==> src/logic/secprot_consts.vh <==
`ifndef SECPROT_CONSTS_VH
`define SECPROT_CONSTS_VH
// Opcodes
`define OP_WRITE_ENABLE 8'h06
`define OP_EXIT_OTP 8'hc1
`define OP_ENTER_OTP 8'hb1
`define OP_READ_SEC 8'h2b
`define OP_WRITE_SEC 8'h2f
`define OP_PROT_SEL 8'h68
`define OP_GANG_LOCK 8'h7e
`define OP_GANG_UNLOCK 8'h98
// Security register bit positions
`define SR_PROT_SEL 7
`define SR_EFAIL 6
`define SR_PFAIL 5
`define SR_RSVD 4
`define SR_ERASE_SUSP 3
`define SR_PROG_SUSP 2
`define SR_LOCKDOWN 1
`define SR_FACT 0
// Status register fields
`define ST_WRITE_DISABLE 7
`define BP_HI 5
`define BP_LO 2
// Frame bit counting
`define SER_LAST 4'h7
`define QUAD_STEP 4'h4
// Sector count
`define NUM_SECT 16
`endif

==> src/logic/secprot.v <==
`timescale 1ns/1ps
`include "secprot_consts.vh"
// Overview of operation
// - Exit opcode leaves OTP area mode
// - Accept single-line or quad commands
// - Security read answered at any time
// - Read repeats register bytes until deselect
// - Security write only sets lockdown bit one
// - Security write discarded off byte boundary
// - Bit six reports erase failure
// - Bit five reports program failure
// - Bit three shows erase suspended
// - Bit two shows program suspended
// - Bit zero shows factory lock
// - Lockdown freezes flag and OTP area
// - OTP mode blocks main array access
// - Bit seven selects protection scheme
// - Protection select never returns to zero
// - Only one protection scheme active
// - Sector mode starts all dynamic protected
// - Block bits guard array, status lockable
// - Select enables sector lock commands
// - Write-protect low protects all sectors in sector mode outside OTP area mode
// - Dynamic bit, or solid bit without temporary unprotect, blocks sector
// - Gang lock needs enable and byte boundary
module secprot (
  input wire clk,
  input wire rst_n,
  input wire cs_n,
  input wire sclk,
  input wire [3:0] sio_in,
  output reg so_ff,
  output reg so_oe_ff,
  input wire quad_command_mode,
  input wire wp_n,
  input wire factory_lock,
  input wire lockdown_nv,
  input wire prot_sel_nv,
  input wire [7:0] status_reg,
  input wire [`NUM_SECT-1:0] solid_sector_bit,
  input wire temp_unprotect_bit,
  input wire erase_done,
  input wire erase_bad,
  input wire prog_done,
  input wire prog_bad,
  input wire erase_suspend,
  input wire erase_resume,
  input wire prog_suspend,
  input wire prog_resume,
  input wire [3:0] access_sector,
  output reg otp_mode_ff,
  output reg main_array_block_ff,
  output reg sector_protected_ff,
  output reg bp_write_locked_ff,
  output reg sector_cmds_en_ff,
  output reg [7:0] security_reg_ff,
  output reg nv_lockdown_prog_ff,
  output reg nv_prot_sel_prog_ff
);

  // Two-stage synchronisers for pins
  reg [1:0] cs_sync_ff; // Select, idles high
  reg [1:0] clk_sync_ff; // Link clock, idles low
  reg [3:0] sio_s1_ff; // Data lines, first stage
  reg [3:0] sio_s2_ff; // Data lines, second stage
  reg [1:0] wp_sync_ff; // Write-protect pin
  reg sclk_d_ff; // Previous synced clock
  reg cs_sync_d_ff; // Previous synced select
  // Straps caught after reset release
  reg init_ff;

  // Frame state
  reg [7:0] op_ff; // Shift register of opcode
  reg [3:0] bitcnt_ff; // Bits within current byte
  reg opcode_ok_ff; // Full opcode latched
  reg [7:0] opc_ff; // Latched opcode
  reg [7:0] shout_ff; // Output shift
  reg [2:0] outcnt_ff; // Output bit pointer
  reg wel_ff; // Write enable latch

  // Flags below are cleared only by reset or their own strobes
  // Security register bits
  reg lockdown_ff; // Customer lock, one-time
  reg prot_sel_ff; // Scheme select, one-time
  reg efail_ff; // Last erase failed
  reg pfail_ff; // Last program failed
  reg erase_susp_ff; // Erase held
  reg prog_susp_ff; // Program held
  reg fact_ff; // Factory lock copy
  // Volatile per-sector locks; all set after reset
  reg [`NUM_SECT-1:0] dyn_ff;

  // Edges seen through the synchronisers
  // Link clock must stay well below a quarter of the system clock
  wire cs_low = ~cs_sync_ff[1];
  wire rise = clk_sync_ff[1] & ~sclk_d_ff;
  wire fall = ~clk_sync_ff[1] & sclk_d_ff;
  wire cs_rise = cs_sync_ff[1] & ~cs_sync_d_ff;
  wire wp_low = ~wp_sync_ff[1];
  // Deselect only counts on a whole byte
  wire boundary = (bitcnt_ff == 4'h0);
  // Frame closed cleanly with a complete opcode
  wire exec_ok = cs_rise & opcode_ok_ff & boundary;

  // Bit order: select, erase fail, program fail, reserved, suspends, locks
  // Assembled security byte; reserved bit always zero
  function [7:0] pack_sr;
    input w;
    input e;
    input p;
    input es;
    input ps;
    input l;
    input f;
    begin
      pack_sr = {w, e, p, 1'b0, es, ps, l, f};
    end
  endfunction
  wire [7:0] sr_now = pack_sr(prot_sel_ff, efail_ff, pfail_ff, erase_susp_ff, prog_susp_ff,
    lockdown_ff, fact_ff);

  // Synchronise inputs; first stage read only by second
  // Reset levels match idle pins, so no false edge follows reset
  // Costs two cycles of latency on every pin
  always @(posedge clk or negedge rst_n) begin
    if (!rst_n) begin
      cs_sync_ff <= 2'h3;
      clk_sync_ff <= 2'h0;
      sio_s1_ff <= 4'h0;
      sio_s2_ff <= 4'h0;
      wp_sync_ff <= 2'h3;
      sclk_d_ff <= 1'b0;
      cs_sync_d_ff <= 1'b1;
    end else begin
      cs_sync_ff <= {cs_sync_ff[0], cs_n};
      clk_sync_ff <= {clk_sync_ff[0], sclk};
      sio_s1_ff <= sio_in;
      sio_s2_ff <= sio_s1_ff;
      wp_sync_ff <= {wp_sync_ff[0], wp_n};
      sclk_d_ff <= clk_sync_ff[1];
      cs_sync_d_ff <= cs_sync_ff[1];
    end
  end

  // Command framing; quad mode takes nibbles, else only line 0
  // Upper lines are never looked at in single-line mode
  always @(posedge clk or negedge rst_n) begin
    if (!rst_n) begin
      op_ff <= 8'h00;
      bitcnt_ff <= 4'h0;
      opcode_ok_ff <= 1'b0;
      opc_ff <= 8'h00;
    end else if (!cs_low) begin
      // Idle: restart the byte count for the next frame
      bitcnt_ff <= 4'h0;
      if (cs_rise) begin
        // Frame over: next frame needs a fresh opcode
        opcode_ok_ff <= 1'b0;
      end
    end else if (rise) begin
      if (quad_command_mode) begin
        // Four bits per link clock
        op_ff <= {op_ff[3:0], sio_s2_ff};
        bitcnt_ff <= (bitcnt_ff >= `QUAD_STEP) ? 4'h0 : bitcnt_ff + `QUAD_STEP;
        // Second nibble completes the opcode
        if (!opcode_ok_ff && bitcnt_ff == `QUAD_STEP) begin
          opcode_ok_ff <= 1'b1;
          opc_ff <= {op_ff[3:0], sio_s2_ff};
        end
      end else begin
        // One bit per link clock on line 0
        op_ff <= {op_ff[6:0], sio_s2_ff[0]};
        bitcnt_ff <= (bitcnt_ff == `SER_LAST) ? 4'h0 : bitcnt_ff + 4'h1;
        // Eighth bit completes the opcode
        if (!opcode_ok_ff && bitcnt_ff == `SER_LAST) begin
          opcode_ok_ff <= 1'b1;
          opc_ff <= {op_ff[6:0], sio_s2_ff[0]};
        end
      end
    end
  end

  // Read path: shift register value out continuously
  // Fresh value taken at each byte start, so reads mid-operation see live flags
  always @(posedge clk or negedge rst_n) begin
    if (!rst_n) begin
      so_ff <= 1'b0;
      so_oe_ff <= 1'b0;
      shout_ff <= 8'h00;
      outcnt_ff <= 3'h0;
    end else if (!cs_low) begin
      // Released line: driver off between frames
      so_oe_ff <= 1'b0;
      // Pointer restarts so each frame begins with bit seven
      outcnt_ff <= 3'h0;
    end else if (opcode_ok_ff && opc_ff == `OP_READ_SEC && fall) begin
      so_oe_ff <= 1'b1;
      if (outcnt_ff == 3'h0) begin
        // Byte start: most significant bit first
        so_ff <= sr_now[7];
        shout_ff <= {sr_now[6:0], 1'b0};
      end else begin
        // Remaining bits of the byte
        so_ff <= shout_ff[7];
        shout_ff <= {shout_ff[6:0], 1'b0};
      end
      // Pointer wraps after eight bits, so the byte repeats
      outcnt_ff <= outcnt_ff + 3'h1;
    end
  end

  // Command execution at deselect, on byte boundary only
  // Commands run after the frame closes, never mid-frame
  always @(posedge clk or negedge rst_n) begin
    if (!rst_n) begin
      init_ff <= 1'b0;
      wel_ff <= 1'b0;
      otp_mode_ff <= 1'b0;
      lockdown_ff <= 1'b0;
      prot_sel_ff <= 1'b0;
      fact_ff <= 1'b0;
      efail_ff <= 1'b0;
      pfail_ff <= 1'b0;
      erase_susp_ff <= 1'b0;
      prog_susp_ff <= 1'b0;
      dyn_ff <= {`NUM_SECT{1'b1}};
      nv_lockdown_prog_ff <= 1'b0;
      nv_prot_sel_prog_ff <= 1'b0;
    end else begin
      // Programming pulses last one cycle
      nv_lockdown_prog_ff <= 1'b0;
      nv_prot_sel_prog_ff <= 1'b0;
      if (!init_ff) begin
        // Load non-volatile copies once after release
        // A frame closing in this very cycle is lost; hosts wait after reset
        init_ff <= 1'b1;
        lockdown_ff <= lockdown_nv;
        prot_sel_ff <= prot_sel_nv;
        fact_ff <= factory_lock;
      end else if (exec_ok) begin
        // Guarded commands consume the write-enable latch
        case (opc_ff)
          // Latch set; used up by the next guarded command
          `OP_WRITE_ENABLE: wel_ff <= 1'b1;
          // Secured area entry and exit
          `OP_ENTER_OTP: otp_mode_ff <= 1'b1;
          `OP_EXIT_OTP: otp_mode_ff <= 1'b0;
          `OP_WRITE_SEC: begin
            // Needs latch; lockdown is final
            if (wel_ff && !lockdown_ff) begin
              lockdown_ff <= 1'b1;
              nv_lockdown_prog_ff <= 1'b1;
            end
            wel_ff <= 1'b0;
          end
          `OP_PROT_SEL: begin
            // One-time select; nothing ever clears it
            if (wel_ff && !prot_sel_ff) begin
              prot_sel_ff <= 1'b1;
              nv_prot_sel_prog_ff <= 1'b1;
            end
            wel_ff <= 1'b0;
          end
          `OP_GANG_LOCK: begin
            // Only meaningful in sector mode
            if (wel_ff && prot_sel_ff) begin
              dyn_ff <= {`NUM_SECT{1'b1}};
            end
            wel_ff <= 1'b0;
          end
          `OP_GANG_UNLOCK: begin
            // Clears every dynamic lock at once
            if (wel_ff && prot_sel_ff) begin
              dyn_ff <= {`NUM_SECT{1'b0}};
            end
            wel_ff <= 1'b0;
          end
          // Reads and unknown opcodes leave the latch alone
          default: wel_ff <= wel_ff;
        endcase
      end else if (cs_rise && opcode_ok_ff && !boundary) begin
        // Off-boundary write commands are dropped, latch kept
        wel_ff <= wel_ff;
      end
      // Result flags: set wins when events coincide
      // A failure in the same cycle as a success reads as failure
      if (erase_bad) begin
        efail_ff <= 1'b1;
      end else if (erase_done) begin
        efail_ff <= 1'b0;
      end
      if (prog_bad) begin
        pfail_ff <= 1'b1;
      end else if (prog_done) begin
        pfail_ff <= 1'b0;
      end
      // Suspend flags follow the suspend and resume strobes
      if (erase_suspend) begin
        erase_susp_ff <= 1'b1;
      end else if (erase_resume) begin
        erase_susp_ff <= 1'b0;
      end
      if (prog_suspend) begin
        prog_susp_ff <= 1'b1;
      end else if (prog_resume) begin
        prog_susp_ff <= 1'b0;
      end
    end
  end

  // Protection decisions, registered so every output comes from a flop
  // One cycle of lag against the inputs; hosts act on deselect anyway
  always @(posedge clk or negedge rst_n) begin
    if (!rst_n) begin
      main_array_block_ff <= 1'b0;
      // Sectors start protected until the straps are known
      sector_protected_ff <= 1'b1;
      bp_write_locked_ff <= 1'b0;
      sector_cmds_en_ff <= 1'b0;
      security_reg_ff <= 8'h00;
    end else begin
      main_array_block_ff <= otp_mode_ff;
      security_reg_ff <= sr_now;
      sector_cmds_en_ff <= prot_sel_ff;
      // Block-bit lock of status only in block mode, pin low as well
      bp_write_locked_ff <= !prot_sel_ff && status_reg[`ST_WRITE_DISABLE] &&
        wp_low;
      // Secured-area mode first, else scheme select decides which protection applies
      if (otp_mode_ff) begin
        // Secured area: writable only before lockdown
        sector_protected_ff <= lockdown_ff;
      end else if (prot_sel_ff) begin
        // Sector scheme: pin low protects all
        sector_protected_ff <= wp_low || dyn_ff[access_sector] ||
          (solid_sector_bit[access_sector] && !temp_unprotect_bit);
      end else begin
        // Block scheme: any set block-protect bit guards the array
        sector_protected_ff <= (status_reg[`BP_HI:`BP_LO] != 4'h0);
      end
    end
  end

endmodule

==> config.mk <==
export PLATFORM = sky130hd
export DESIGN_NAME = secprot
export DESIGN_NICKNAME = d
export VERILOG_FILES = /design/src/logic/secprot.v
export VERILOG_INCLUDE_DIRS = /design/src /design/src/logic
export SDC_FILE = /design/constraint.sdc
export NUM_CORES = 1
export LEC_CHECK = 0
export BUFFER_PORTS_ARGS = -buffer_cell sky130_fd_sc_hd__buf_2
export CAP_MARGIN = 20
export CORE_AREA = 3 3 89 74
export DETAILED_ROUTE_END_ITERATION = 16
export DIE_AREA = 0 0 92 77
export PLACE_DENSITY = 0.78
export RECOVER_POWER = 50
export SYNTH_ARGS = -nofsm -noshare
export SYNTH_HDL_FRONTEND = slang
export SYNTH_SLANG_ARGS = --single-unit
export TNS_END_PERCENT = 100
==> constraint.sdc <==
create_clock -name clk -period 2.7 [get_ports clk]
set_input_delay 0.135 -clock clk [delete_from_list [all_inputs] [get_ports clk]]
set_output_delay 0.135 -clock clk [all_outputs]
set_load 0.005 [all_outputs]
==> results of run 1 <==
where the power goes:
group / switching [mW] / leakage (nW) / internal (mW) / total, mW
Sequential: 0.0780 / 0.869 / 1.15 / 1.23
Clock: 0.383 / 0.113 / 0.547 / 0.930
Combinational: 0.126 / 0.836 / 0.133 / 0.259
stage by stage:
stage / util, % / area, sq um / setup slack (ns)
after CTS: 66.39 / 3862 / 0.5615
after global placement: 60.30 / 3508 / 0.6245
after global routing: 66.15 / 3849 / 0.3868
after floorplan: - / 3089 / 0.6900
final: 66.15 / 3849 / 0.5561
after detailed placement: 60.30 / 3508 / 0.6074
area by class of cell:
type	count	area (sq um)	area share (%)
inverters	17	63.81	1.658
clock inverters	5	82.58	2.146
multi-input cells	158	1202	31.24
repair buffers	81	471.7	12.26
clock buffers	11	141.4	3.674
well taps	81	101.3	2.633
flip-flops and latches	71	1785	46.39
flip-flops by register name, summed over array words and instances, names as in the netlist, 2 cells and up:
| name | flops |
|---|---|
| bitcnt_ff | 4 |
| clk_sync_ff | 2 |
| cs_sync_ff | 2 |
| op_ff | 7 |
| opc_ff | 8 |
| outcnt_ff | 3 |
| security_reg_ff | 7 |
| shout_ff | 7 |
| sio_s1_ff | 4 |
| sio_s2_ff | 4 |
| wp_sync_ff | 2 |
per-layer routing:
metal	up-vias	GRT usage [%]	part of all wire, %
met4	0	5.193	1.6
met5	-	0	0
li1	1066	-	-
met3	16	6.176	6.5
met2	80	30.76	46
met1	1030	23.36	46
worst max-delay path by stage:
stage                             end  cells after the start
after floorplan            dyn_ff[14]                      4
after global placement     dyn_ff[14]                      4
after detailed placement   dyn_ff[14]                      4
after CTS                  dyn_ff[14]                      4
after global routing      otp_mode_ff                      4
final                      dyn_ff[14]                      4
kinds of logic after synthesis:
family	count (synthesis)	share of synthesized area [%]
adders and majority gates	7	2.835
other	2	0.2431
DFF	71	57.80
buffers and inverters	26	3.483
AOI/OAI and AO/OA	49	10.29
xor gates and xnor gates	1	0.2836
and+or+nand+nor	64	11.79
muxes	35	13.28
synthesized netlist by cell type, types with 5 or more instances:
| cell | instances | area share [%] |
|---|---|---|
| a21o_1 | 6 | 1.5 |
| a21oi_1 | 20 | 3.2 |
| dfrtp_1 | 64 | 52 |
| dfstp_2 | 7 | 6.0 |
| ha_1 | 7 | 2.8 |
| inv_1 | 17 | 2.1 |
| mux2_1 | 13 | 4.7 |
| mux2_2 | 5 | 1.8 |
| mux2i_1 | 14 | 4.5 |
| nand2_1 | 6 | 0.73 |
| nor2_1 | 22 | 2.7 |
| nor2b_1 | 6 | 1.2 |
| o21ai_1 | 5 | 0.81 |
==> run summary, run 1 <==
status: finished, final reports clean
fmax: 0.4664 GHz
crit-path max FO: 5
RSZ-0062 raised after global routing: no
fin cells: 424
Synth Flop Type: dfrtp_1
post-DR wirelength/cell: 14.02 um
Placeable Area: 0.005818 sq mm
leakage power: 1.819 nW
final worst path period share: 79.40%
post-route ant nets: 0
Num Clock Sinks: 71
leading cell type in the layout, fill and taps excluded: dfrtp_1
CP Cell Sequence: or4b_1 > or4_4 > a211oi_2 > mux2_2
Tmin final: 2.144 ns
Least-Margin Pin Slew: 1.180 ns
Worst setup SP type: flip-flop
relative slew slack: 21.33%
total congestion overflow: 0
CP required: 2.96 ns
placed cells: 395
die area: 0.007084 sq mm
Cell Area, Synth: 0.003089 sq mm
Die X-Extent: 92 um
ys async rst share: 100.0%
Pins Over Slew Limit: 0
final hold violation count: 0
Resize count post-CTS: 0
synthesis-to-finish area growth: 24.58%
Clock Tree Root: clkbuf_8
largest net degree at the start of global routing: 34
Hold Path Cell Cnt: 2
DRT Pass-1 Iters: 4
GRT Overall Usage: 18.56%
Clock H-tree levels: 3
Setup violations, final: 0
register area share after synthesis: 57.80%
Slowest cell on crit path: or4b_1
#FFs+latches synth: 71
clock buffer depth: 2
Hold Slack: 0.03451 ns
vias per cell: 5.170
Mapped Avg Cell Area: 12.11 sq um
Post-synth EDFFs: 0
Post-CTS Setup Bufs: 0
Setup crit end kind: flip-flop
most frequent cells in the layout: 64 x dfrtp_1, 54 x buf_2, 22 x nor2_1, 20 x a21oi_1, 17 x inv_1
IO buf count: 62
DIE HEIGHT: 77 um
later-pin clock latency in the skew report: 0.34 ns
# hold bufs at CTS: 13
max-cap viol count: 0
DP Wirelength: 4207 um
vias: 2192
worst hold endpoint: fact_ff
Fin Clk Skew: 0.008250 ns
max incr delay on CP: 0.56 ns
Synth cell types: 52
initial drt markers: 90
# DRC: 0
Ys Warns: 0
CP Launch Point: opc_ff[0]
number of CTS-inserted buffers: 9
RePlAce Congestion: 0.8455
Cell Pwr Density: 627.6 mW/mm^2
CTS tree: built
filler instances: 466
total power: 2.415 mW
crit path kind: flip-flop to flip-flop
RR Endpoint: dyn_ff[14]
Worst Reg-to-Reg Cells: 4
worst min-delay path category: input pin to flip-flop
NumNets Final: 395
TNS Setup: 0 ns
number of global-route vias before repair: 2251
HP Start: factory_lock
first-pass GRT wire length: 10360 um
Antenna Cells: 0
Reg clk slew, reported paths: 0.08 ns
flop-to-flop setup slack: 0.56 ns
initial antenna violation count: 0
worst reg2reg path startpoint: opc_ff[0]
Buf/Inv on CP: 0
net count after synthesis: 312
row count: 25
io pins: 67
delay-heaviest family, CP: simple AND/OR/NAND/NOR gates
final wirelength: 5943 um
initial core utilization: 53.10%
Post-Synthesis Cells: 255
share of post-route cells with drive strength above 1: 27.41%
Critical Path AT: 2.40 ns
VDD IR max: 0.3801 mV
No activity file was read; power rests on OpenSTA's default activity.
==> inputs of run 2 (changes only) <==
- clock period: 2.7 -> 2.2 ns (I/O delays scaled with it)
==> run summary, run 2 (synthesis results as in run 1) <==
vias: 2249 (was 2192)
CP Launch Point: opc_ff[1] (was opc_ff[0])
TNS Setup: 0 ns (unchanged)
VDD IR max: 0.4089 mV (was 0.3801 mV)
io pins: 67 (unchanged)
Buf/Inv on CP: 0 (unchanged)
CP required: 2.47 ns (was 2.96 ns)
Fin Clk Skew: 0.007420 ns (was 0.008250 ns)
number of CTS-inserted buffers: 9 (unchanged)
Reg clk slew, reported paths: 0.08 ns (about the same)
# DRC: 0 (unchanged)
failing checks: max-capacitance violations, max-slew violations
RR Endpoint: dyn_ff[14] (unchanged)
Worst setup SP type: flip-flop (unchanged)
max FFs per register: 8 (unchanged)
Worst Reg-to-Reg Cells: 4 (unchanged)
Critical Path AT: 2.39 ns (was 2.40 ns)
Num Clock Sinks: 71 (unchanged)
DP Wirelength: 4311 um (was 4207 um)
delay-heaviest family, CP: simple AND/OR/NAND/NOR gates (unchanged)
Clock Tree Root: clkbuf_8 (unchanged)
later-pin clock latency in the skew report: 0.34 ns (about the same)
final wirelength: 5949 um (was 5943 um)
share of post-route cells with drive strength above 1: 31.23% (was 27.41%)
IO buf count: 62 (unchanged)
max incr delay on CP: 0.53 ns (was 0.56 ns)
post-DR wirelength/cell: 13.83 um (was 14.02 um)
worst reg2reg path startpoint: opc_ff[1] (was opc_ff[0])
Core Util, Final: 66.82% (was 66.15%)
row count: 25 (unchanged)
Setup violations, final: 0 (unchanged)
Slowest cell on crit path: or4b_4 (was or4b_1)
leakage power: 1.854 nW (was 1.819 nW)
Clock H-tree levels: 3 (unchanged)
GRT Overall Usage: 18.42% (was 18.56%)
vias per cell: 5.230 (was 5.170)
leading cell type in the layout, fill and taps excluded: dfrtp_1 (unchanged)
Pins Over Slew Limit: 72 (was 0)
Cell Pwr Density: 737.3 mW/mm^2 (was 627.6 mW/mm^2)
Placeable Area: 0.005818 sq mm (unchanged)
Setup crit end kind: flip-flop (unchanged)
DRT Pass-1 Iters: 4 (unchanged)
clock buffer depth: 2 (unchanged)
CTS tree: built (unchanged)
initial drt markers: 71 (was 90)
Tmin final: 2.125 ns (was 2.144 ns)
post-route ant nets: 0 (unchanged)
Largest Register: opc_ff (unchanged)
largest net degree at the start of global routing: 72 (was 34)
fmax: 0.4705 GHz (was 0.4664 GHz)
RSZ-0062 raised after global routing: no (unchanged)
total congestion overflow: 0 (unchanged)
flop-to-flop setup slack: 0.07 ns (was 0.56 ns)
final hold violation count: 0 (unchanged)
DIE HEIGHT: 77 um (unchanged)
worst hold endpoint: fact_ff (unchanged)
final worst path period share: 96.60% (was 79.40%)
max-cap viol count: 1 (was 0)
worst min-delay path category: input pin to flip-flop (unchanged)
number of global-route vias before repair: 2254 (was 2251)
crit path kind: flip-flop to flip-flop (unchanged)
initial antenna violation count: 0 (unchanged)
initial core utilization: 53.10% (unchanged)
Antenna Cells: 0 (unchanged)
status: finished, violations left (was finished, final reports clean)
first-pass GRT wire length: 10270 um (was 10360 um)
die area: 0.007084 sq mm (unchanged)
crit-path max FO: 5 (unchanged)
Hold Path Cell Cnt: 2 (unchanged)
Least-Margin Pin Slew: 1.655 ns (was 1.180 ns)
CP Cell Sequence: or4b_4 > or4_4 > a211oi_2 > mux2_2 (was or4b_1 > or4_4 > a211oi_2 > mux2_2)
Die X-Extent: 92 um (unchanged)
most frequent cells in the layout: 64 x dfrtp_1, 62 x buf_2, 22 x nor2_1, 20 x a21oi_1, 17 x inv_1 (was 64 x dfrtp_1, 54 x buf_2, 22 x nor2_1, 20 x a21oi_1, 17 x inv_1)
synthesis-to-finish area growth: 25.84% (was 24.58%)
HP Start: factory_lock (unchanged)
NumNets Final: 401 (was 395)
relative slew slack: -10.36% (was 21.33%)
RePlAce Congestion: 0.8220 (was 0.8455)
[run 2: worst max path at each step]
| stage | end | slack [ns] | cells past startpoint |
|---|---|---|---|
| 2_1_floorplan | dyn_ff[14] | 0.19 | 4 |
| 3_3_place_gp | dyn_ff[14] | 0.13 | 4 |
| 3_5_place_dp | dyn_ff[14] | 0.1 | 4 |
| 4_1_cts | dyn_ff[14] | 0.08 | 4 |
| 5_1_grt | dyn_ff[14] | 0.007 | 4 |
| 6_report | dyn_ff[14] | 0.07 | 4 |
[run 2: what timing repair did]
action | CTS | global route
buffers inserted | 0 | 2
setup endpoints to repair | 0 | 1
hold buffers | 15 | 0
endpoints found under the hold margin | 78 | 0
gates resized for setup | 0 | 1
[run 2: area by class of cell]
type | count | area, sq um
inverter | 17 | 63.81
clock buffer | 10 | 127.6
multi-input combinational | 158 | 1206
tap | 81 | 101.3
timing repair buffer | 87 | 533.0
fill | 430 | 1931
sequential | 71 | 1785
clock inverter | 6 | 70.07
[run 2: layer usage]
layer / GRT usage, % / part of all wire [%] / up-vias / routed length [um]
met3: 5.882 / 6.2 / 17 / 368
li1: - / - / 1079 / -
met2: 28.57 / 46 / 76 / 2738
met1: 23.40 / 45 / 1077 / 2664
met5: 0 / 0 / - / 0
met4: 9.050 / 3.0 / 0 / 177
[run 2: stage by stage]
stage / std cells / setup slack, ns / power, mW / area, sq um / hold slack (ns)
6_report: 430 / 0.07479 / 2.866 / 3887 / 0.01223
4_1_cts: 428 / 0.07617 / 2.890 / 3884 / 0.0009818
5_1_grt: 430 / 0.006663 / 3.016 / 3887 / 0.01531
2_1_floorplan: 255 / 0.1900 / 1.687 / 3089 / -0.1856
3_5_place_dp: 397 / 0.09851 / 1.850 / 3536 / 0.1719
3_3_place_gp: 397 / 0.1312 / 1.829 / 3536 / 0.1568
[run 2: power by group]
group | leakage (nW) | internal, mW | switching [mW]
sequential | 0.870 | 1.41 | 0.0789
clock | 0.0891 | 0.529 | 0.487
combinational | 0.895 | 0.187 | 0.176
total | 1.85 | 2.12 | 0.742
==> inputs of run 3 (changes only) <==
- CORE_AREA: 3 3 89 74 -> 3 3 111 60
- DIE_AREA: 0 0 92 77 -> 0 0 114 63
- HOLD_SLACK_MARGIN: default -> 0.12
==> run summary, run 3 (synthesis results as in run 1) <==
status: finished, violations left (unchanged)
failing checks: max-capacitance violations, max-slew violations (unchanged)
Die X-Extent: 114 um (was 92 um)
Internal: 2.455 mW (was 2.124 mW)
switching share of total power: 23.87% (was 25.88%)
most frequent cells in the layout: 64 x dfrtp_1, 62 x buf_2, 22 x nor2_1, 21 x dlygate4sd3_1, 20 x a21oi_1 (was 64 x dfrtp_1, 62 x buf_2, 22 x nor2_1, 20 x a21oi_1, 17 x inv_1)
RePlAce Congestion: 0.8845 (was 0.8220)
Num Clock Sinks: 71 (unchanged)
crit path kind: flip-flop to flip-flop (unchanged)
initial drt markers: 106 (was 71)
Worst Reg-to-Reg Cells: 4 (unchanged)
io pins: 67 (unchanged)
total congestion overflow: 0 (unchanged)
worst min-delay path category: input pin to flip-flop (unchanged)
Fin Clk Skew: 0.006557 ns (was 0.007420 ns)
max incr delay on CP: 0.51 ns (was 0.53 ns)
worst reg2reg path startpoint: opc_ff[0] (was opc_ff[1])
IO buf count: 62 (unchanged)
Setup crit end kind: flip-flop (unchanged)
Reg clk slew, reported paths: 0.06 ns (was 0.08 ns)
RSZ-0062 raised after global routing: no (unchanged)
max-cap viol count: 1 (unchanged)
flop-to-flop setup slack: 0.04 ns (was 0.07 ns)
Placeable Area: 0.005856 sq mm (was 0.005818 sq mm)
HP Start: access_sector[3] (was factory_lock)
die area: 0.007182 sq mm (was 0.007084 sq mm)
initial core utilization: 52.76% (was 53.10%)
Comb power frac: 11.9% (was 12.6%)
fmax: 0.4640 GHz (was 0.4705 GHz)
Hold Path Cell Cnt: 4 (was 2)
Largest Register: opc_ff (unchanged)
# DRC: 0 (unchanged)
Flop pwr share: 46.3% (was 51.9%)
row count: 20 (was 25)
crit-path max FO: 5 (unchanged)
first-pass GRT wire length: 11030 um (was 10270 um)
TNS Setup: 0 ns (unchanged)
final wirelength: 6715 um (was 5949 um)
largest net degree at the start of global routing: 72 (unchanged)
number of global-route vias before repair: 2316 (was 2254)
vias per cell: 5.253 (was 5.230)
later-pin clock latency in the skew report: 0.32 ns (was 0.34 ns)
final hold violation count: 0 (unchanged)
vias: 2264 (was 2249)
GRT Overall Usage: 19.92% (was 18.42%)
Hold Slack: 0.1403 ns (was 0.01223 ns)
Cell Pwr Density: 801.2 mW/mm^2 (was 737.3 mW/mm^2)
DP Wirelength: 4682 um (was 4311 um)
Switch Pwr: 0.7697 mW (was 0.7418 mW)
Clock H-tree levels: 3 (unchanged)
leakage power: 1.922 nW (was 1.854 nW)
Antenna Cells: 0 (unchanged)
DRT Pass-1 Iters: 4 (unchanged)
filler instances: 418 (was 430)
Core Util, Final: 68.74% (was 66.82%)
Slowest cell on crit path: or4b_4 (unchanged)
initial antenna violation count: 0 (unchanged)
CP Launch Point: opc_ff[0] (was opc_ff[1])
Tmin final: 2.155 ns (was 2.125 ns)
Least-Margin Pin Slew: 1.661 ns (was 1.655 ns)
number of CTS-inserted buffers: 9 (unchanged)
crit path to: dyn_ff[14] (unchanged)
Pins Over Slew Limit: 72 (unchanged)
CP Cell Sequence: or4b_4 > or4_4 > a211oi_2 > mux2_2 (unchanged)
post-DR wirelength/cell: 15.58 um (was 13.83 um)
Setup violations, final: 0 (unchanged)
RR Endpoint: dyn_ff[14] (unchanged)
Critical Path AT: 2.41 ns (was 2.39 ns)
leading cell type in the layout, fill and taps excluded: dfrtp_1 (unchanged)
VDD IR max: 0.4081 mV (was 0.4089 mV)
CTS tree: built (unchanged)
DIE HEIGHT: 63 um (was 77 um)
share of post-route cells with drive strength above 1: 30.23% (was 31.23%)
NumNets Final: 406 (was 401)
CP required: 2.45 ns (was 2.47 ns)
post-route ant nets: 0 (unchanged)
clock buffer depth: 2 (unchanged)
synthesis-to-finish area growth: 30.30% (was 25.84%)
Clock Tree Root: clkbuf_16 (was clkbuf_8)
final worst path period share: 97.96% (was 96.60%)
Worst setup SP type: flip-flop (unchanged)
relative slew slack: -10.76% (was -10.36%)
Clk pwr share: 41.8% (was 35.4%)
max FFs per register: 8 (unchanged)
## run 3: cell types whose count changed in the layout (fill, tap and decap cells not counted)
cell / before / now
clkbuf_16: 0 / 9
clkbuf_8: 9 / 3
dlygate4sd3_1: 15 / 21
clkinv_2: 0 / 2
clkinvlp_4: 3 / 1
buf_4: 9 / 8
bufinv_16: 1 / 0
clkinv_4: 1 / 0
dfstp_1: 0 / 1
dfstp_2: 7 / 6
inv_6: 1 / 0
## run 3: worst min path at each step
stage	end	slack, ns
after floorplan	bitcnt_ff[0]	-0.19
after global placement	bp_write_locked_ff	0.16
after detailed placement	main_array_block_ff	0.16
after CTS	sector_protected_ff	0.13
after global routing	sector_protected_ff	0.17
final	sector_protected_ff	0.14
## run 3: area by class of cell
class,count,area [sq um],share of cell area [%]
clock buffers,13,270.3,6.714
clock inverters,3,17.52,0.4352
inverters,17,63.81,1.585
repair buffers,92,585.6,14.55
flip-flops and latches,71,1785,44.36
multi-input cells,158,1206,29.97
well taps,77,96.34,2.394
## run 3: power groups by stage
stage	Sequential (mW)	Combinational, mW	Clock [mW]
2_1_floorplan	1.50	0.189	0
3_3_place_gp	1.51	0.336	0
3_5_place_dp	1.51	0.351	0
4_1_cts	1.49	0.386	1.38
5_1_grt	1.51	0.427	1.44
6_report	1.49	0.383	1.35
## run 3: worst max-delay path, delay by kind of cell, from the launching register on
kind / cells / cell delay (ns)
and+or+nand+nor: 2 / 1.02
DFF: 1 / 0.43
muxes: 1 / 0.36
AOI/OAI and AO/OA: 1 / 0.26
## run 3: timing repair
| item | 4_1_cts | 5_1_grt |
|---|---|---|
| hold endpoints to repair | 87 | 0 |
| buffers inserted | 0 | 0 |
| gates resized for setup | 0 | 1 |
| setup endpoints to repair | 0 | 1 |
| hold buffers | 21 | 0 |
## run 3: metrics by stage
| step | power [mW] | worst slack (ns) | area, sq um | std cells |
|---|---|---|---|---|
| after CTS | 3.260 | 0.01414 | 4036 | 431 |
| after detailed placement | 1.865 | 0.06985 | 3538 | 394 |
| after global placement | 1.842 | 0.1143 | 3538 | 394 |
| after floorplan | 1.687 | 0.1900 | 3089 | 255 |
| after global routing | 3.379 | 0.005637 | 4025 | 431 |
| final | 3.225 | 0.04499 | 4025 | 431 |
## run 3: routing by layer
metal	GRT usage (%)	vias up	routed length (um)
li1	-	1092	-
met1	26.55	1079	3131
met2	30.90	89	3064
met3	7.350	4	488
met4	5.333	0	31
met5	0	-	0
